**src/verilog/ubm_params.svh**
```systemverilog
`ifndef UBM_PARAMS_SVH
`define UBM_PARAMS_SVH
// What this block does
// RULE1: branch target bits 27..0 stored, valid in bit 31, bits 30..28 read zero.
// RULE2: target valid clears on read, trace enable write, reset; address not reset.
// RULE3: target entries form a four-deep queue shifted at every branch.
// RULE4: origin and target queues share one pointer; advance after target read.
// RULE5: satisfied channel issues one break request and sets its hit flags.
// RULE6: hit flags stay set until software writes zero to them.
// RULE7: any condition field pair at 00 disables that channel's break.
// RULE8: software programs all settings before the cycle condition registers.
// RULE9: coinciding data and fetch breaks give only one break request.
// RULE10: per-channel bit picks break before or after fetched instruction executes.
// RULE11: fetch condition never breaks while break address bit 0 is one.
// RULE12: before-exec break waits for confirmed execution, delay slot waits for acceptance.
// RULE13: after-exec break fires before next instruction, waiting for acceptance.
// RULE14: software avoids before-exec on delay slots and after-exec on sleep.
// RULE15: channel B fetch condition ignores the match value.
// RULE16: data address compare uses bits 31..2, 31..1 or 31..0 by size.
// RULE17: data matches only count cycles coming from instruction execution.
// RULE18: channel B with size set needs address and masked value both matching.
// RULE19: software repeats a byte value in both low bytes of value and mask.
// RULE20: word or byte size ignores bits 31..16 of value and mask.
// RULE21: chain mode breaks on B only after an earlier A match.
// RULE22: clearing chain mode drops a waiting A match.
// RULE23: chain mode keeps bus selection and count; fires at count 0001.
// RULE24: count enabled decrements per B match, breaks on match at 0001.
// RULE25: address bits with mask bit one are not compared.
// RULE26: trace captures only while enabled; re-enable invalidates queue.
`define UBM_OFF_ADDR_A 8'h00
`define UBM_OFF_MASK_A 8'h04
`define UBM_OFF_COND_A 8'h08
`define UBM_OFF_ADDR_B 8'h0c
`define UBM_OFF_MASK_B 8'h10
`define UBM_OFF_VAL_B 8'h14
`define UBM_OFF_VMASK_B 8'h18
`define UBM_OFF_COND_B 8'h1c
`define UBM_OFF_CTRL 8'h20
`define UBM_OFF_COUNT 8'h24
`define UBM_OFF_ORIGIN 8'h28
`define UBM_OFF_TARGET 8'h2c
`define UBM_CC_BUS_L 0
`define UBM_CC_BUS_I 1
`define UBM_CC_FETCH 2
`define UBM_CC_DATA 3
`define UBM_CC_RD 4
`define UBM_CC_WR 5
`define UBM_CC_SZ 6
`define UBM_CR_COUNT_EN 0
`define UBM_CR_CHAIN 3
`define UBM_CR_AFTER_B 6
`define UBM_CR_TRACE_EN 8
`define UBM_CR_AFTER_A 10
`define UBM_CR_IBUS_B 12
`define UBM_CR_IBUS_A 13
`define UBM_CR_LBUS_B 14
`define UBM_CR_LBUS_A 15
`define UBM_TR_VALID 31
`define UBM_RST_WORD 32'h0000_0000
`define UBM_RST_COND 16'h0000
`define UBM_RST_COUNT 12'h000
`define UBM_COUNT_LAST 12'h001
`endif

```
**src/verilog/ubm_pkg.sv**
```systemverilog
package ubm_pkg;
  typedef enum logic [1:0] {SZ_NONE = 2'h0, SZ_BYTE = 2'h1, SZ_WORD = 2'h2,
    SZ_LONG = 2'h3} ubm_size_type;
  typedef enum logic [1:0] {BRK_IDLE = 2'h0, BRK_WAIT = 2'h1,
    BRK_REQ = 2'h3} ubm_brk_state_type;
  typedef struct packed {
    logic cyc;
    logic stb;
    logic we;
    logic [3:0] sel;
    logic [7:0] adr;
    logic [31:0] dat;
  } ubm_wb_req_type;
  typedef struct packed {
    logic vld;
    logic ibus;
    logic fetch;
    logic wr;
    logic from_insn;
    ubm_size_type size;
    logic [31:0] addr;
    logic [31:0] data;
  } ubm_cycle_type;
  typedef struct packed {
    logic vld;
    logic accept;
    logic [31:0] addr;
  } ubm_exec_type;
  typedef struct packed {
    logic vld;
    logic [31:0] src;
    logic [31:0] dst;
  } ubm_branch_type;
endpackage : ubm_pkg

```
**src/verilog/ubm_top.sv**
```systemverilog
`timescale 1ns/1ns
`default_nettype none
`include "ubm_params.svh"
module ubm_top #(
  parameter int unsigned QDEPTH = 4
) (
  input wire logic clk_i,
  input wire logic rst_i,
  input wire logic ce_i,
  input wire ubm_pkg::ubm_wb_req_type wb_i,
  output logic wb_ack_o,
  output logic [31:0] wb_dat_o,
  input wire ubm_pkg::ubm_cycle_type cyc_i,
  input wire ubm_pkg::ubm_exec_type exec_i,
  input wire ubm_pkg::ubm_branch_type br_i,
  output logic brk_req_o
);
  import ubm_pkg::*;

  // register storage
  logic [31:0] match_address_reg [2];
  logic [31:0] match_address_mask_reg [2];
  logic [15:0] cycle_condition_reg [2];
  logic [31:0] match_value_b_reg;
  logic [31:0] match_value_mask_b_reg;
  logic [1:0] after_exec_select_reg;
  logic [1:0] lbus_hit_flag_reg;
  logic [1:0] ibus_hit_flag_reg;
  logic chain_a_then_b_reg;
  logic count_en_reg;
  logic trace_enable_reg;
  logic [11:0] hit_count_down_reg;
  logic chain_armed_reg;
  logic [27:0] target_address_reg [QDEPTH];
  logic [27:0] origin_address_reg [QDEPTH];
  logic target_valid_reg [QDEPTH];
  logic origin_valid_reg [QDEPTH];
  ubm_brk_state_type brk_state_reg;
  ubm_brk_state_type brk_state_next;

  // bus decode
  logic bus_req;
  logic bus_wr;
  logic bus_rd;
  logic [31:0] bus_wdat;
  logic [31:0] rdata;
  logic trace_restart;
  logic trace_pop;
  logic trace_push;

  // match results
  logic [1:0] pair_ok;
  logic [1:0] fetch_hit;
  logic [1:0] data_hit;
  logic [1:0] hit;
  logic value_ok;
  logic fire_a;
  logic fire_b;
  logic fire_now;
  logic fire_late;

  // byte-lane merge of write data into an old value
  function automatic logic [31:0] merge_lanes(input logic [31:0] old,
      input logic [31:0] nw, input logic [3:0] sel);
    logic [31:0] res;
    res = old;
    for (int b = 0; b < 4; b++) begin
      if (sel[b]) begin
        res[b*8 +: 8] = nw[b*8 +: 8];
      end
    end
    return res;
  endfunction : merge_lanes

  // one request is taken per cycle; ack follows one cycle later
  assign bus_req = wb_i.cyc & wb_i.stb & ~wb_ack_o;
  assign bus_wr = bus_req & wb_i.we;
  assign bus_rd = bus_req & ~wb_i.we;
  assign bus_wdat = wb_i.dat;

  // trace side effects of register access, and the push at a branch
  assign trace_restart = bus_wr & (wb_i.adr == `UBM_OFF_CTRL) & wb_i.sel[1]
    & bus_wdat[`UBM_CR_TRACE_EN]; // [RULE2] [RULE26]
  assign trace_pop = bus_rd & (wb_i.adr == `UBM_OFF_TARGET); // [RULE4]
  assign trace_push = br_i.vld & trace_enable_reg; // [RULE26]

  // read data selection
  always_comb begin
    rdata = `UBM_RST_WORD;
    if (wb_i.adr == `UBM_OFF_ADDR_A) begin
      rdata = match_address_reg[0];
    end else if (wb_i.adr == `UBM_OFF_MASK_A) begin
      rdata = match_address_mask_reg[0];
    end else if (wb_i.adr == `UBM_OFF_COND_A) begin
      rdata = {16'h0000, cycle_condition_reg[0]};
    end else if (wb_i.adr == `UBM_OFF_ADDR_B) begin
      rdata = match_address_reg[1];
    end else if (wb_i.adr == `UBM_OFF_MASK_B) begin
      rdata = match_address_mask_reg[1];
    end else if (wb_i.adr == `UBM_OFF_VAL_B) begin
      rdata = match_value_b_reg;
    end else if (wb_i.adr == `UBM_OFF_VMASK_B) begin
      rdata = match_value_mask_b_reg;
    end else if (wb_i.adr == `UBM_OFF_COND_B) begin
      rdata = {16'h0000, cycle_condition_reg[1]};
    end else if (wb_i.adr == `UBM_OFF_CTRL) begin
      rdata[`UBM_CR_COUNT_EN] = count_en_reg;
      rdata[`UBM_CR_CHAIN] = chain_a_then_b_reg;
      rdata[`UBM_CR_AFTER_B] = after_exec_select_reg[1];
      rdata[`UBM_CR_TRACE_EN] = trace_enable_reg;
      rdata[`UBM_CR_AFTER_A] = after_exec_select_reg[0];
      rdata[`UBM_CR_IBUS_B] = ibus_hit_flag_reg[1];
      rdata[`UBM_CR_IBUS_A] = ibus_hit_flag_reg[0];
      rdata[`UBM_CR_LBUS_B] = lbus_hit_flag_reg[1];
      rdata[`UBM_CR_LBUS_A] = lbus_hit_flag_reg[0];
    end else if (wb_i.adr == `UBM_OFF_COUNT) begin
      rdata = {20'h00000, hit_count_down_reg};
    end else if (wb_i.adr == `UBM_OFF_ORIGIN) begin
      rdata = {origin_valid_reg[0], 3'h0, origin_address_reg[0]};
    end else if (wb_i.adr == `UBM_OFF_TARGET) begin
      rdata = {target_valid_reg[0], 3'h0, target_address_reg[0]}; // [RULE1]
    end
  end

  // bus answer; unmapped offsets read zero and ignore writes
  always_ff @(posedge clk_i) begin
    if (rst_i) begin
      wb_ack_o <= 1'b0;
      wb_dat_o <= `UBM_RST_WORD;
    end else if (ce_i) begin
      wb_ack_o <= bus_req;
      if (bus_rd) begin
        wb_dat_o <= rdata;
      end
    end
  end

  // address, mask and condition registers of both channels
  always_ff @(posedge clk_i) begin
    if (rst_i) begin
      match_address_reg[0] <= `UBM_RST_WORD;
      match_address_reg[1] <= `UBM_RST_WORD;
      match_address_mask_reg[0] <= `UBM_RST_WORD;
      match_address_mask_reg[1] <= `UBM_RST_WORD;
      cycle_condition_reg[0] <= `UBM_RST_COND;
      cycle_condition_reg[1] <= `UBM_RST_COND;
      match_value_b_reg <= `UBM_RST_WORD;
      match_value_mask_b_reg <= `UBM_RST_WORD;
    end else if (ce_i & bus_wr) begin
      if (wb_i.adr == `UBM_OFF_ADDR_A) begin
        match_address_reg[0] <= merge_lanes(match_address_reg[0], bus_wdat, wb_i.sel);
      end else if (wb_i.adr == `UBM_OFF_MASK_A) begin
        match_address_mask_reg[0] <= merge_lanes(match_address_mask_reg[0], bus_wdat,
          wb_i.sel);
      end else if (wb_i.adr == `UBM_OFF_COND_A) begin
        // condition word taken whole from the low half, as for channel B
        cycle_condition_reg[0] <= bus_wdat[15:0];
      end else if (wb_i.adr == `UBM_OFF_ADDR_B) begin
        match_address_reg[1] <= merge_lanes(match_address_reg[1], bus_wdat, wb_i.sel);
      end else if (wb_i.adr == `UBM_OFF_MASK_B) begin
        match_address_mask_reg[1] <= merge_lanes(match_address_mask_reg[1], bus_wdat,
          wb_i.sel);
      end else if (wb_i.adr == `UBM_OFF_VAL_B) begin
        match_value_b_reg <= merge_lanes(match_value_b_reg, bus_wdat, wb_i.sel);
      end else if (wb_i.adr == `UBM_OFF_VMASK_B) begin
        match_value_mask_b_reg <= merge_lanes(match_value_mask_b_reg, bus_wdat, wb_i.sel);
      end else if (wb_i.adr == `UBM_OFF_COND_B) begin
        cycle_condition_reg[1] <= bus_wdat[15:0];
      end
    end
  end

  // control bits and the execution counter
  always_ff @(posedge clk_i) begin
    if (rst_i) begin
      after_exec_select_reg <= 2'h0;
      chain_a_then_b_reg <= 1'b0;
      count_en_reg <= 1'b0;
      trace_enable_reg <= 1'b0;
      hit_count_down_reg <= `UBM_RST_COUNT;
    end else if (ce_i) begin
      if (bus_wr & (wb_i.adr == `UBM_OFF_CTRL)) begin
        after_exec_select_reg <= {bus_wdat[`UBM_CR_AFTER_B],
          bus_wdat[`UBM_CR_AFTER_A]}; // [RULE10]
        chain_a_then_b_reg <= bus_wdat[`UBM_CR_CHAIN];
        count_en_reg <= bus_wdat[`UBM_CR_COUNT_EN];
        trace_enable_reg <= bus_wdat[`UBM_CR_TRACE_EN];
      end
      if (bus_wr & (wb_i.adr == `UBM_OFF_COUNT)) begin
        hit_count_down_reg <= bus_wdat[11:0];
      end else if (count_en_reg & hit[1] & (hit_count_down_reg > `UBM_COUNT_LAST)) begin
        hit_count_down_reg <= hit_count_down_reg - `UBM_COUNT_LAST; // [RULE24]
      end
    end
  end

  // per-channel condition matching
  for (genvar c = 0; c < 2; c++) begin : g_ch
    logic [15:0] cc;
    logic [31:0] ign;
    logic bus_ok;
    logic rw_ok;
    logic sz_ok;
    assign cc = cycle_condition_reg[c];
    assign pair_ok[c] = (|cc[1:0]) & (|cc[3:2]) & (|cc[5:4]); // [RULE7]
    // fetch: compare whole address, low bit must be clear
    assign fetch_hit[c] = exec_i.vld & pair_ok[c] & cc[`UBM_CC_BUS_L]
      & cc[`UBM_CC_FETCH] & cc[`UBM_CC_RD] & ~match_address_reg[c][0] // [RULE11]
      & (((exec_i.addr ^ match_address_reg[c])
      & ~match_address_mask_reg[c]) == 32'h0000_0000); // [RULE25]
    // data: low address bits dropped by access size
    assign ign = (cyc_i.size == SZ_LONG) ? 32'h0000_0003 :
      (cyc_i.size == SZ_WORD) ? 32'h0000_0001 : 32'h0000_0000; // [RULE16]
    assign bus_ok = cyc_i.ibus ? cc[`UBM_CC_BUS_I] : cc[`UBM_CC_BUS_L];
    assign rw_ok = cyc_i.wr ? cc[`UBM_CC_WR] : cc[`UBM_CC_RD];
    assign sz_ok = (cc[`UBM_CC_SZ +: 2] == SZ_NONE)
      | (cc[`UBM_CC_SZ +: 2] == cyc_i.size);
    assign data_hit[c] = cyc_i.vld & ~cyc_i.fetch & cyc_i.from_insn // [RULE17]
      & pair_ok[c] & bus_ok & rw_ok & sz_ok & cc[`UBM_CC_DATA]
      & (((cyc_i.addr ^ match_address_reg[c])
      & ~match_address_mask_reg[c] & ~ign) == 32'h0000_0000); // [RULE16] [RULE25]
  end

  // channel B value compare, only for data cycles with a size set
  always_comb begin
    logic [31:0] vm;
    vm = (cycle_condition_reg[1][`UBM_CC_SZ +: 2] == SZ_LONG) ? 32'hffff_ffff :
      32'h0000_ffff; // [RULE20]
    value_ok = (cycle_condition_reg[1][`UBM_CC_SZ +: 2] == SZ_NONE)
      | (((cyc_i.data ^ match_value_b_reg) & ~match_value_mask_b_reg & vm)
      == 32'h0000_0000); // [RULE18]
  end

  assign hit[0] = fetch_hit[0] | data_hit[0];
  assign hit[1] = fetch_hit[1] | (data_hit[1] & value_ok); // [RULE15] [RULE18]

  // channel firing with count and chain qualification
  assign fire_a = hit[0] & ~chain_a_then_b_reg;
  assign fire_b = hit[1] & (~count_en_reg | (hit_count_down_reg == `UBM_COUNT_LAST))
    & (~chain_a_then_b_reg | chain_armed_reg); // [RULE21] [RULE23] [RULE24]

  // fire now only for a before-exec fetch at an accepting boundary
  assign fire_now = exec_i.accept & ((fire_a & fetch_hit[0] & ~after_exec_select_reg[0])
    | (fire_b & fetch_hit[1] & ~after_exec_select_reg[1])); // [RULE12]
  assign fire_late = (fire_a | fire_b) & ~fire_now; // [RULE13]

  // chain memory of an earlier channel A match
  always_ff @(posedge clk_i) begin
    if (rst_i) begin
      chain_armed_reg <= 1'b0;
    end else if (ce_i) begin
      if (~chain_a_then_b_reg) begin
        chain_armed_reg <= 1'b0; // [RULE22]
      end else if (fire_b) begin
        chain_armed_reg <= 1'b0;
      end else if (hit[0]) begin
        chain_armed_reg <= 1'b1; // [RULE21]
      end
    end
  end

  // sticky hit flags; a hit beats a clearing write
  always_ff @(posedge clk_i) begin
    if (rst_i) begin
      lbus_hit_flag_reg <= 2'h0;
      ibus_hit_flag_reg <= 2'h0;
    end else if (ce_i) begin
      for (int c = 0; c < 2; c++) begin
        if (bus_wr & (wb_i.adr == `UBM_OFF_CTRL) & wb_i.sel[1]) begin
          if (~bus_wdat[`UBM_CR_LBUS_A - c]) begin
            lbus_hit_flag_reg[c] <= 1'b0; // [RULE6]
          end
          if (~bus_wdat[`UBM_CR_IBUS_A - c]) begin
            ibus_hit_flag_reg[c] <= 1'b0; // [RULE6]
          end
        end
        if ((c == 0) ? fire_a : fire_b) begin
          lbus_hit_flag_reg[c] <= 1'b1; // [RULE5]
          ibus_hit_flag_reg[c] <= 1'b1; // [RULE5]
        end
      end
    end
  end

  // break request sequencer, one request per merged event
  always_comb begin
    brk_state_next = brk_state_reg;
    case (brk_state_reg)
      BRK_IDLE: begin
        if (fire_now) begin
          brk_state_next = BRK_REQ;
        end else if (fire_late) begin
          brk_state_next = BRK_WAIT; // [RULE13]
        end
      end
      BRK_WAIT: begin
        if (exec_i.vld & exec_i.accept) begin
          brk_state_next = BRK_REQ; // [RULE12] [RULE13]
        end
      end
      BRK_REQ: begin
        brk_state_next = BRK_IDLE; // [RULE9]
      end
      default: begin
        brk_state_next = BRK_IDLE;
      end
    endcase
  end

  always_ff @(posedge clk_i) begin
    if (rst_i) begin
      brk_state_reg <= BRK_IDLE;
      brk_req_o <= 1'b0;
    end else if (ce_i) begin
      brk_state_reg <= brk_state_next;
      brk_req_o <= (brk_state_next == BRK_REQ); // [RULE5] [RULE9]
    end
  end

  // trace queues: push at a branch, else pop after a target read
  for (genvar i = 0; i < QDEPTH; i++) begin : g_q
    always_ff @(posedge clk_i) begin
      if (ce_i & trace_push) begin
        target_address_reg[i] <= (i == 0) ? br_i.dst[27:0] :
          target_address_reg[(i == 0) ? 0 : i - 1]; // [RULE1] [RULE3]
        origin_address_reg[i] <= (i == 0) ? br_i.src[27:0] :
          origin_address_reg[(i == 0) ? 0 : i - 1];
      end else if (ce_i & trace_pop & (i < QDEPTH - 1)) begin
        target_address_reg[i] <= target_address_reg[(i < QDEPTH - 1) ? i + 1 : i];
        origin_address_reg[i] <= origin_address_reg[(i < QDEPTH - 1) ? i + 1 : i];
      end
    end
    always_ff @(posedge clk_i) begin
      if (rst_i) begin
        target_valid_reg[i] <= 1'b0; // [RULE2]
        origin_valid_reg[i] <= 1'b0;
      end else if (ce_i) begin
        if (trace_restart) begin
          target_valid_reg[i] <= 1'b0; // [RULE2] [RULE26]
          origin_valid_reg[i] <= 1'b0;
        end else if (trace_push) begin
          target_valid_reg[i] <= (i == 0) ? 1'b1 :
            target_valid_reg[(i == 0) ? 0 : i - 1]; // [RULE3]
          origin_valid_reg[i] <= (i == 0) ? 1'b1 :
            origin_valid_reg[(i == 0) ? 0 : i - 1];
        end else if (trace_pop) begin
          target_valid_reg[i] <= (i < QDEPTH - 1) ?
            target_valid_reg[(i < QDEPTH - 1) ? i + 1 : i] : 1'b0; // [RULE2] [RULE4]
          origin_valid_reg[i] <= (i < QDEPTH - 1) ?
            origin_valid_reg[(i < QDEPTH - 1) ? i + 1 : i] : 1'b0; // [RULE4]
        end
      end
    end
  end
endmodule : ubm_top
`default_nettype wire

```
**config.mk**
```make
export PLATFORM = sky130hd
export DESIGN_NAME = ubm_top
export DESIGN_NICKNAME = d
export VERILOG_FILES = /design/src/verilog/ubm_pkg.sv /design/src/verilog/ubm_top.sv
export VERILOG_INCLUDE_DIRS = /design/src /design/src/verilog
export SDC_FILE = /design/constraint.sdc
export NUM_CORES = 1
export LEC_CHECK = 0
export BUFFER_PORTS_ARGS = -buffer_cell sky130_fd_sc_hd__buf_4
export CAP_MARGIN = 5
export CELL_PAD_IN_SITES_DETAIL_PLACEMENT = 0
export CELL_PAD_IN_SITES_GLOBAL_PLACEMENT = 2
export CORE_MARGIN = 5
export CORE_UTILIZATION = 41
export DETAILED_ROUTE_END_ITERATION = 10
export GPL_ROUTABILITY_DRIVEN = 0
export GPL_TIMING_DRIVEN = 0
export PLACE_DENSITY = 0.86
export SETUP_SLACK_MARGIN = 0.02
export SLEW_MARGIN = 30
export SYNTH_ARGS = -nofsm -noshare
export SYNTH_HDL_FRONTEND = slang
export SYNTH_SLANG_ARGS = --single-unit
```
**constraint.sdc**
```tcl
create_clock -name clk_i -period 11 [get_ports clk_i]
set_input_delay 1.65 -clock clk_i [delete_from_list [all_inputs] [get_ports clk_i]]
set_output_delay 1.65 -clock clk_i [all_outputs]
set_load 0.01 [all_outputs]
```
== Yosys cells after proc, flatten, opt, wreduce, memory -nomap -nowiden ==
Memory sizes are Yosys's and may differ from the RTL's.
Index checks and enable logic that the tools add are counted.

* Mux-type cells: 246
* Bitwise gates (word level): 134
* Shift-type cells: 0
* Eq/ne operators: 24
* Div/mod/pow operators: 0
* Reduce and logical (&&, ||, !) cells: 34
* Multipliers: 0
* $add $sub $neg: 1
* Order comparisons: 1

{| class="wikitable"
|+ Operator list
! operator !! count
|-
| $mux 8 || 96
|-
| $mux 32 || 16
|-
| $and 32x32->32 || 8
|-
| $mux 28 || 6
|-
| $logic_not 32->1 || 5
|-
| $xor 32x32->32 || 5
|-
| $mux 1 || 115
|-
| $not 32->32 || 3
|-
| $and 1x1->1 || 56
|-
| $mux 16 || 3
|-
| $or 1x1->1 || 45
|-
| $reduce_and 9->1 || 4
|-
| $eq 8x5->1 const B || 4
|-
| $eq 8x6->1 const B || 4
|-
| $not 2->32 || 1
|-
| $reduce_and 8->1 || 4
|-
| $mux 12 || 2
|-
| $eq 8x4->1 const B || 2
|-
| $not 1->1 || 16
|-
| $eq 12x1->1 const B || 1
|-
| $gt 12x1->1 const B || 1
|-
| $mux 2 || 6
|-
| $reduce_and 3->1 || 4
|-
| $reduce_or 2->1 || 6
|-
| other kinds (13) || 27
|}

* Bits in writable memories: 392
* Output and inout port bits: 34
* Bits of input ports: 220
* Memories kept: 7
* Flip-flop bits (word level): 122
* ROM bits: 0
* Latch bits: 0

{| class="wikitable"
|+ Memory list
! memory !! depth !! bits a word !! read ports !! clocked after memory_dff !! wr ports !! RTL line !! source
|-
| origin_address_reg || 4 || 28 || 4 || 0 || 4 || ubm_top.sv:35 || <nowiki>logic [27:0] origin_address_reg [QDEPTH];</nowiki>
|-
| target_address_reg || 4 || 28 || 4 || 0 || 4 || ubm_top.sv:34 || <nowiki>logic [27:0] target_address_reg [QDEPTH];</nowiki>
|-
| match_address_mask_reg || 2 || 32 || 2 || 0 || 2 || ubm_top.sv:22 || <nowiki>logic [31:0] match_address_mask_reg [2];</nowiki>
|-
| match_address_reg || 2 || 32 || 2 || 0 || 2 || ubm_top.sv:21 || <nowiki>logic [31:0] match_address_reg [2];</nowiki>
|-
| cycle_condition_reg || 2 || 16 || 2 || 0 || 2 || ubm_top.sv:23 || <nowiki>logic [15:0] cycle_condition_reg [2];</nowiki>
|-
| origin_valid_reg || 4 || 1 || 4 || 0 || 4 || ubm_top.sv:37 || <nowiki>logic origin_valid_reg [QDEPTH];</nowiki>
|-
| +1 memories || -- || -- || -- || -- || -- || -- ||
|}

== Longest topological paths before layout ==
Gate-level depths: netlist of run 1.
An unclocked memory read counts as a cell.

* Depth in word-level cells: 24
* Mapped depth: 10

== Least setup slack after synthesis of run 1 ==
OpenSTA, ideal clock, no wires.

* Path type: input -> register
* Start: in ce_i
* End: mem origin_address_reg[0][0] (enable)
* Slack: 2807 ps
* Cell stages on the path: 3
* Setup time: 527 ps
* Path buffers: 0
* Arrival time: 7667 ps
* Required time: 10473 ps
* Cell sequence: inv_1 nor2_1 a21o_1

{| class="wikitable"
|+ RTL lines
! item !! RTL line !! source
|-
| from (decl) || ubm_top.sv:9 || <nowiki>input wire logic ce_i,</nowiki>
|-
| to (decl) || ubm_top.sv:35 ||
|}

==> results of run 1 <==
## stage by stage
| step | setup TNS, ps | utilization, % | hold WS, ps | std cells |
|---|---|---|---|---|
| global route | 0 | 49.6 | 463 | 3111 |
| detailed placement | 0 | 46.5 | 431 | 3009 |
| finish | 0 | 49.6 | 445 | 3118 |
| floorplan | 0 | - | 422 | 1985 |
| CTS | 0 | 49.6 | 446 | 3111 |
| global placement | -74440 | 46.2 | 428 | 3002 |
## power by group through the flow
stage | clock network (µW) | logic [µW] | registers (µW)
floorplan | 0 | 152 | 2180
global placement | 0 | 322 | 2210
detailed placement | 0 | 325 | 2210
CTS | 1910 | 326 | 2170
global route | 1990 | 347 | 2170
finish | 1900 | 337 | 2170
## cells by family (layout without fill, tap and decap cells)
group                      Yosys count  in the layout  synth area share (%)
AOI/OAI and AO/OA                  487            487                  13.0
xor gates and xnor gates           160            160                  5.73
adders and majority gates            2              2                 0.102
buffers and inverters              118            471                  2.06
DFF                                514            514                  58.1
muxes                              242            242                  11.0
other                                0              7                     0
and+or+nand+nor                    462            462                  9.97
## per-layer routing
metal  wire [µm]  track usage, %
met3       12400            9.06
met4        5580            13.7
met5          26               0
met2       44300            45.9
met1       37200            38.6
## synthesized netlist by cell type (11+ instances only)
library cell / number / area [µm²]
sky130_fd_sc_hd__nand3_1: 33 / 165
sky130_fd_sc_hd__xnor2_1: 159 / 1390
sky130_fd_sc_hd__buf_2: 35 / 175
sky130_fd_sc_hd__a22oi_1: 32 / 240
sky130_fd_sc_hd__o221ai_1: 22 / 193
sky130_fd_sc_hd__o22ai_1: 105 / 657
sky130_fd_sc_hd__and2_1: 87 / 544
sky130_fd_sc_hd__dfxtp_1: 122 / 2440
sky130_fd_sc_hd__nor4_1: 30 / 188
sky130_fd_sc_hd__o21ai_0: 113 / 566
sky130_fd_sc_hd__o211ai_1: 19 / 143
sky130_fd_sc_hd__nor3_1: 20 / 100
sky130_fd_sc_hd__mux2_2: 179 / 2020
sky130_fd_sc_hd__nor2_1: 104 / 390
sky130_fd_sc_hd__a222oi_1: 16 / 160
sky130_fd_sc_hd__nand2_1: 114 / 428
sky130_fd_sc_hd__nand4_1: 11 / 68.8
sky130_fd_sc_hd__a221oi_1: 25 / 219
sky130_fd_sc_hd__a21oi_1: 91 / 455
sky130_fd_sc_hd__mux2i_1: 57 / 571
sky130_fd_sc_hd__clkbuf_1: 63 / 236
sky130_fd_sc_hd__inv_1: 12 / 45.0
sky130_fd_sc_hd__edfxtp_1: 392 / 11800
## how the worst max path moves through the flow
stage,startpoint,to,cells after the start,slack [ps]
floorplan,ce_i,origin_address_reg[0][0],3,2810
global placement,ce_i,target_address_reg[1][9],4,-460
detailed placement,wb_i[46],target_address_reg[0][6],11,4960
CTS,wb_i[46],target_address_reg[2][11],11,5570
global route,wb_i[46],target_address_reg[0][6],11,5680
finish,wb_i[46],target_address_reg[2][6],11,5810
## worst register-to-register path: cells and delay by family, from the launching register on
family,cells,cell delay [ps]
simple gates,3,1180
compound gates,1,540
buf+inv,5,1960
flops,1,340
## final cells by class
type / count / area [µm²] / area share (%)
multi-input combinational: 1353 / 9790 / 33.4
tap: 773 / 967 / 3.30
antenna: 7 / 17.5 / 0.0598
buffer: 105 / 457 / 1.56
timing repair buffer: 251 / 1990 / 6.80
inverter: 13 / 48.8 / 0.167
sequential: 514 / 14200 / 48.5
clock buffer: 73 / 1530 / 5.21
clock inverter: 29 / 287 / 0.978
## cell usage in the layout, fill, tap and decap left out, types with 73 or more instances in the layout
cell type	count
sky130_fd_sc_hd__o22ai_1	105
sky130_fd_sc_hd__and2_1	87
sky130_fd_sc_hd__nor2_1	102
sky130_fd_sc_hd__edfxtp_1	392
sky130_fd_sc_hd__a21oi_1	91
sky130_fd_sc_hd__dfxtp_1	122
sky130_fd_sc_hd__buf_4	246
sky130_fd_sc_hd__nand2_1	114
sky130_fd_sc_hd__mux2_2	179
sky130_fd_sc_hd__o21ai_0	100
sky130_fd_sc_hd__xnor2_1	159
sky130_fd_sc_hd__clkbuf_1	73
==> run_results.csv, run 1 <==
group,metric,value,unit
floorplan,chipHeight,254,µm
power_and_ir_drop,power.share.switching,24.2,%
routing,drtPass1Iterations,9,
timing,fin_crit,5190,ps
setup_path,worstSetupPathType,"input pin to register",
timing,hold_viol_final,0,
placement,io_buffer_count,244,
worst_hold_path,hold_start,"origin_address_reg[2][10]",
clock_tree,clock_tree.root_cell,"sky130_fd_sc_hd__clkbuf_16",
clock_tree,ctsHoldBuffers,0,
clock_tree,count_of_instances_resized_after_the_clock_tree_is_built,0,
grt,grt_pass1_vias,19200,
setup_path,cp_top_family,"buffers and inverters",
yosys,synthesis.area,24400,µm²
setup_path,crit_required,11280,ps
timing,timing_worst_slew_pin_value,1130,ps
timing,max_clock_freq,193,MHz
routing,drc_errors,0,
yosys,synth-seq-area-share,58.1,%
power_and_ir_drop,powerDensity,151,nW/µm²
power_and_ir_drop,pwr-share-seq,49.3,%
clock_tree,ctsHtreeMaxLevel,2,
grt,global_route.overflow_total,0,
routing,wl_per_cell,31.9,µm
clock_tree,postCtsSetupRepairBufs,0,
yosys,gate_count_of_the_mapped_netlist,1985,
placement,detailed_place.area,27500,µm²
setup_path,critical_path_buf_inv_count,6,
yosys,synth-edff-count,392,
yosys,ys_ff_latch,514,
floorplan,io_pins,254,
timing,rsz0062_at_grt,"no",
worst_hold_path,min_delay_worst_endpoint,"origin_address_reg[3][10]",
yosys,yosys_warnings,0,
cells_and_area,finish.net_count,2514,
worst_hold_path,holdPathStages,0,
power_and_ir_drop,static-leakage-power,0.00977,µW
setup_path,critPathLaunchType,"input pin",
timing,setup_violations,0,
routing,drtAntennaViolNets,0,
setup_path,worst_ep_arrival_time,5470,ps
power_and_ir_drop,total_switching_power,1070,µW
yosys,synth.net_count,2207,
timing,timing.final.max_slew_violations,0,
setup_path,crit_slowest_cell,"sky130_fd_sc_hd__nor2_2",
yosys,ys_types,79,
timing,post-route-worst-setup-slack,5810,ps
power_and_ir_drop,p_total,4410,µW
cells_and_area,area.growth.synth_to_final,19.8,%
placement,dp_hpwl,76.4,mm
setup_path,ff2ff_path_depth,9,
clock_tree,cts_buffers,54,
run_status,status,"complete, no violations",
cells_and_area,postLayoutCellArea,29300,µm²
power_and_ir_drop,p_int,3340,µW
grt,antenna_found_initial,9,
floorplan,std_cell_rows,89,
timing,slew_headroom,24.4,%
timing,clock_skew,45.9,ps
floorplan,initial_core_util,41.4,%
setup_path,worst-path-max-fanout,55,
yosys,syn_avg_cell_area,12.3,µm²
routing,postRouteWirelength,99.5,mm
power_and_ir_drop,power_frac_clock,43.1,%
setup_path,critical_path.reg2reg.startpoint,"wb_ack_o",
routing,dr.first_iter.drc_count,3143,
cells_and_area,num-fill-cells,5307,
yosys,yosys_most_used_dff,"sky130_fd_sc_hd__edfxtp_1",
clock_tree,clock_tree_from_tritoncts,"built",
setup_path,r2r_end,"target_address_reg[2][6]",
worst_hold_path,hold_wc_path_type,"register to register",
grt,global_route_usage_over_all_layers,29.7,%
cells_and_area,drive_above_1_share,25.5,%
setup_path,cpPeakStageDelay,710,ps
floorplan,floorplan.die_area,64600,µm²
clock_tree,cts.sink_count,514,
setup_path,end_kind,"register",
clock_tree,clk_transition_reported_paths,60,ps
grt,grt_start_max_net_pins,56,
routing,route.detailed.vias_per_inst,6.29,
grt,first_pass_grt_wire_length,138,mm
floorplan,fp.coreArea,59000,µm²
flow_run,cap_violations,0,
power_and_ir_drop,max-vdd-ir-drop,0.000133,V
floorplan,die_width,254,µm
routing,route.vias.total,19600,
setup_path,crit_path_cell_trace,"buf_4 > nand2_1 > nor2_1 > nand2_1 > nor2_2 > clkbuf_1 > clkbuf_2 > a21o_4 > buf_16 > buf_12 > buf_12",
placement,preCtsSetupSlack,4960,ps
clock_tree,insertion_delay,640,ps
setup_path,setup.reg_to_reg.worst_slack,6620,ps
timing,final.period_utilization,47.2,%
yosys,postSynth.asyncResetShare,0,%
clock_tree,ctsLongestPathBuffers,3,
power_and_ir_drop,comb_power_share,7.6,%
No activity file was read; power rests on OpenSTA's default activity.
==> run 2: changes to the inputs <==
--- a/config.mk
+++ b/config.mk
@@ -6,16 +6,17 @@
 export SDC_FILE = /design/constraint.sdc
 export NUM_CORES = 1
 export LEC_CHECK = 0
+export ABC_AREA = 1
 export BUFFER_PORTS_ARGS = -buffer_cell sky130_fd_sc_hd__buf_4
 export CAP_MARGIN = 5
 export CELL_PAD_IN_SITES_DETAIL_PLACEMENT = 0
 export CELL_PAD_IN_SITES_GLOBAL_PLACEMENT = 2
 export CORE_MARGIN = 5
-export CORE_UTILIZATION = 41
+export CORE_UTILIZATION = 36
 export DETAILED_ROUTE_END_ITERATION = 10
 export GPL_ROUTABILITY_DRIVEN = 0
 export GPL_TIMING_DRIVEN = 0
-export PLACE_DENSITY = 0.86
+export PLACE_DENSITY = 0.84
 export SETUP_SLACK_MARGIN = 0.02
 export SLEW_MARGIN = 30
 export SYNTH_ARGS = -nofsm -noshare
==> constraint.sdc (replaced) <==
create_clock -name clk_i -period 4.95 [get_ports clk_i]
set_input_delay 0.7425 -clock clk_i [delete_from_list [all_inputs] [get_ports clk_i]]
set_output_delay 0.7425 -clock clk_i [all_outputs]
set_load 0.01 [all_outputs]
==> run 2 against run 1 <==
Worst setup slack got worse by 4100 ps. First-iteration DRC count fell by 27%. Via count rose by 10%. Total power rose by 120%. Critical path depth fell by 4. Critical path type is now register to register. Critical endpoint is now wb_dat_o[26]. Highest routed layer unchanged.
==> run_results.csv, run 2 <==
group,metric,value,unit
clock_tree,clock_tree_from_tritoncts,"built",
power_and_ir_drop,comb_power_share,6.4,%
power_and_ir_drop,max-vdd-ir-drop,0.000292,V
clock_tree,insertion_delay,640,ps
setup_path,ff2ff_path_depth,7,
cells_and_area,finish.net_count,3342,
cells_and_area,ff_latch_area,14200,µm²
timing,fin_worst_hold_slack,388,ps
placement,io_buffer_count,242,
yosys,ys_ff_latch,514,
yosys,synthesis.area,24600,µm²
timing,fin_crit,3260,ps
setup_path,crit_path_cell_trace,"nor2_1 > nand2_1 > nor2_1 > clkbuf_1 > buf_1 > nand2_1 > a21oi_1",
clock_tree,cts.sink_count,514,
clock_tree,postCtsSetupRepairBufs,0,
timing,slew_headroom,28.4,%
clock_tree,ctsLongestPathBuffers,3,
grt,first_pass_grt_wire_length,139,mm
timing,setup_violations,0,
routing,drtAntennaViolNets,0,
power_and_ir_drop,static-leakage-power,0.0123,µW
setup_path,crit_slowest_cell,"sky130_fd_sc_hd__clkbuf_1",
grt,global_route_usage_over_all_layers,25.4,%
yosys,gate_count_of_the_mapped_netlist,2801,
timing,clock_skew,21.4,ps
routing,route.vias.total,21600,
yosys,yosys_most_used_dff,"sky130_fd_sc_hd__edfxtp_1",
cells_and_area,multi_input_comb_area,8590,µm²
yosys,ys_types,50,
yosys,synth-seq-area-share,57.7,%
clock_tree,ctsHoldBuffers,0,
run_status,status,"complete, no violations",
yosys,synth_most_common_cell,"sky130_fd_sc_hd__nand2_1",
floorplan,die_width,272,µm
yosys,postSynth.asyncResetShare,0,%
floorplan,initial_core_util,36.1,%
worst_hold_path,hold_start,"br_i[46]",
routing,drtPass1Iterations,5,
worst_hold_path,hold_wc_path_type,"input pin to register",
flow_run,cap_violations,0,
routing,dr.first_iter.drc_count,2280,
floorplan,floorplan.die_area,73800,µm²
yosys,yosysTopAreaCell,"sky130_fd_sc_hd__edfxtp_1",
grt,global_route.overflow_total,0,
cells_and_area,drive_above_1_share,14.0,%
power_and_ir_drop,p_total,9670,µW
power_and_ir_drop,power.share.switching,23.4,%
power_and_ir_drop,power_frac_clock,44.7,%
setup_path,worst-path-max-fanout,10,
timing,setup_tns,0,ps
cells_and_area,num-fill-cells,6730,
setup_path,cp-endpoint,"wb_dat_o[26]",
setup_path,crit_required,5500,ps
worst_hold_path,holdPathStages,3,
yosys,syn_avg_cell_area,8.79,µm²
timing,hold_viol_final,0,
floorplan,chipHeight,272,µm
setup_path,critical_path_buf_inv_count,2,
setup_path,end_kind,"register",
cells_and_area,final_common_cell,"sky130_fd_sc_hd__nand2_1",
power_and_ir_drop,pwr-share-seq,48.9,%
cells_and_area,final_cell_mix,"494 x sky130_fd_sc_hd__nand2_1, 440 x sky130_fd_sc_hd__nor2_1, 392 x sky130_fd_sc_hd__edfxtp_1",
yosys,synth.net_count,3023,
setup_path,r2r_end,"wb_dat_o[26]",
routing,route.detailed.vias_per_inst,5.34,
clock_tree,ctsHtreeMaxLevel,2,
yosys,yosys_warnings,0,
floorplan,std_cell_rows,96,
floorplan,fp.coreArea,68200,µm²
clock_tree,cts_buffers,57,
yosys,synth_top_area_share,47.8,%
clock_tree,count_of_instances_resized_after_the_clock_tree_is_built,0,
yosys,synth_common_cells,"494 x sky130_fd_sc_hd__nand2_1, 441 x sky130_fd_sc_hd__nor2_1, 392 x sky130_fd_sc_hd__edfxtp_1, 375 x sky130_fd_sc_hd__inv_1, 295 x sky130_fd_sc_hd__a21oi_1",
power_and_ir_drop,total_switching_power,2260,µW
timing,timing_worst_slew_pin_value,1070,ps
power_and_ir_drop,p_int,7410,µW
yosys,synth-edff-count,392,
timing,max_clock_freq,307,MHz
grt,antenna_found_initial,4,
setup_path,critPathLaunchType,"register",
clock_tree,clk_transition_reported_paths,70,ps
setup_path,critPathLaunch,"wb_ack_o",
placement,dp_hpwl,75.7,mm
yosys,synth_area_leaders,"sky130_fd_sc_hd__edfxtp_1 48%, sky130_fd_sc_hd__dfxtp_1 9.9%, sky130_fd_sc_hd__nand2_1 7.5%",
cells_and_area,postLayoutCellArea,29900,µm²
cells_and_area,area.growth.synth_to_final,21.3,%
setup_path,critical_path_depth,7,
grt,grt_pass1_vias,20900,
placement,detailed_place.area,28000,µm²
power_and_ir_drop,powerDensity,324,nW/µm²
setup_path,worst_ep_arrival_time,3810,ps
setup_path,cp_top_family,"buffers and inverters",
grt,grt_start_max_net_pins,22,
timing,final.period_utilization,65.8,%
timing,rsz0062_at_grt,"no",
setup_path,critical_path.reg2reg.startpoint,"wb_ack_o",
setup_path,cpPeakStageDelay,800,ps
routing,wl_per_cell,24.0,µm
routing,postRouteWirelength,97.4,mm
floorplan,io_pins,254,
clock_tree,clock_tree.root_cell,"sky130_fd_sc_hd__clkbuf_16",
timing,timing.final.max_slew_violations,0,
timing,post-route-worst-setup-slack,1690,ps
setup_path,setup.reg_to_reg.worst_slack,1690,ps
placement,preCtsSetupSlack,1320,ps
setup_path,worstSetupPathType,"register to register",
routing,drc_errors,0,
-- run 2: cell type report --
class                   instances  area share, %
inverters                     382           4.81
clock buffers                  84           5.51
repair buffers                260           7.24
diodes                          3         0.0251
well taps                     882           3.69
multi-input cells            1795           28.7
clock inverters                24          0.812
flip-flops and latches        514           47.6
plain buffers                 110           1.60
-- run 2: worst min path at each step --
| stage | to | slack (ps) |
|---|---|---|
| 3_5_place_dp | origin_address_reg[3][12] | 440 |
| 3_3_place_gp | target_address_reg[3][12] | 430 |
| 5_1_grt | target_address_reg[0][20] | 390 |
| 2_1_floorplan | origin_address_reg[3][0] | 430 |
| 6_report | origin_address_reg[0][14] | 390 |
| 4_1_cts | origin_address_reg[0][14] | 360 |
-- run 2: tightest hold or removal path, stage by stage --
cell and delay, ps:
sky130_fd_sc_hd__buf_4 70, sky130_fd_sc_hd__nand2_1 40, sky130_fd_sc_hd__o21ai_0 60
-- run 2: power groups by stage --
stage               sequential [µW]  clock [µW]  combinational (µW)
floorplan                      4800           0                 258
global placement               4820           0                 594
detailed placement             4820           0                 608
CTS                            4730        4380                 611
global route                   4730        4570                 663
finish                         4730        4320                 615
-- run 2: logic make-up (layout without fill, tap and decap cells) --
group	Yosys count	count (layout)	share of synthesized area (%)
XOR/XNOR	21	21	0.747
AND/OR/NAND/NOR	1125	1125	18.8
flip-flops	514	514	57.7
AO/OA/AOI/OAI	646	646	14.8
multiplexers	1	1	0.0457
buffers and inverters	492	860	7.77
other	0	3	0
adder cells (fa/ha/maj)	2	2	0.102
-- run 2: metal layers --
layer | track usage [%] | wire [µm] | up-vias
met5 | 0 | 7 | -
met1 | 33.6 | 39700 | 10400
met3 | 4.12 | 7590 | 172
met4 | 11.1 | 4760 | 2
li1 | - | - | 10100
met2 | 41.6 | 45300 | 960
-- run 2: stage by stage --
step / cells / util, %
finish: 4054 / 43.8
global route: 4052 / 43.8
CTS: 4051 / 43.8
detailed placement: 3943 / 41.0
global placement: 3925 / 40.4
floorplan: 2801 / -
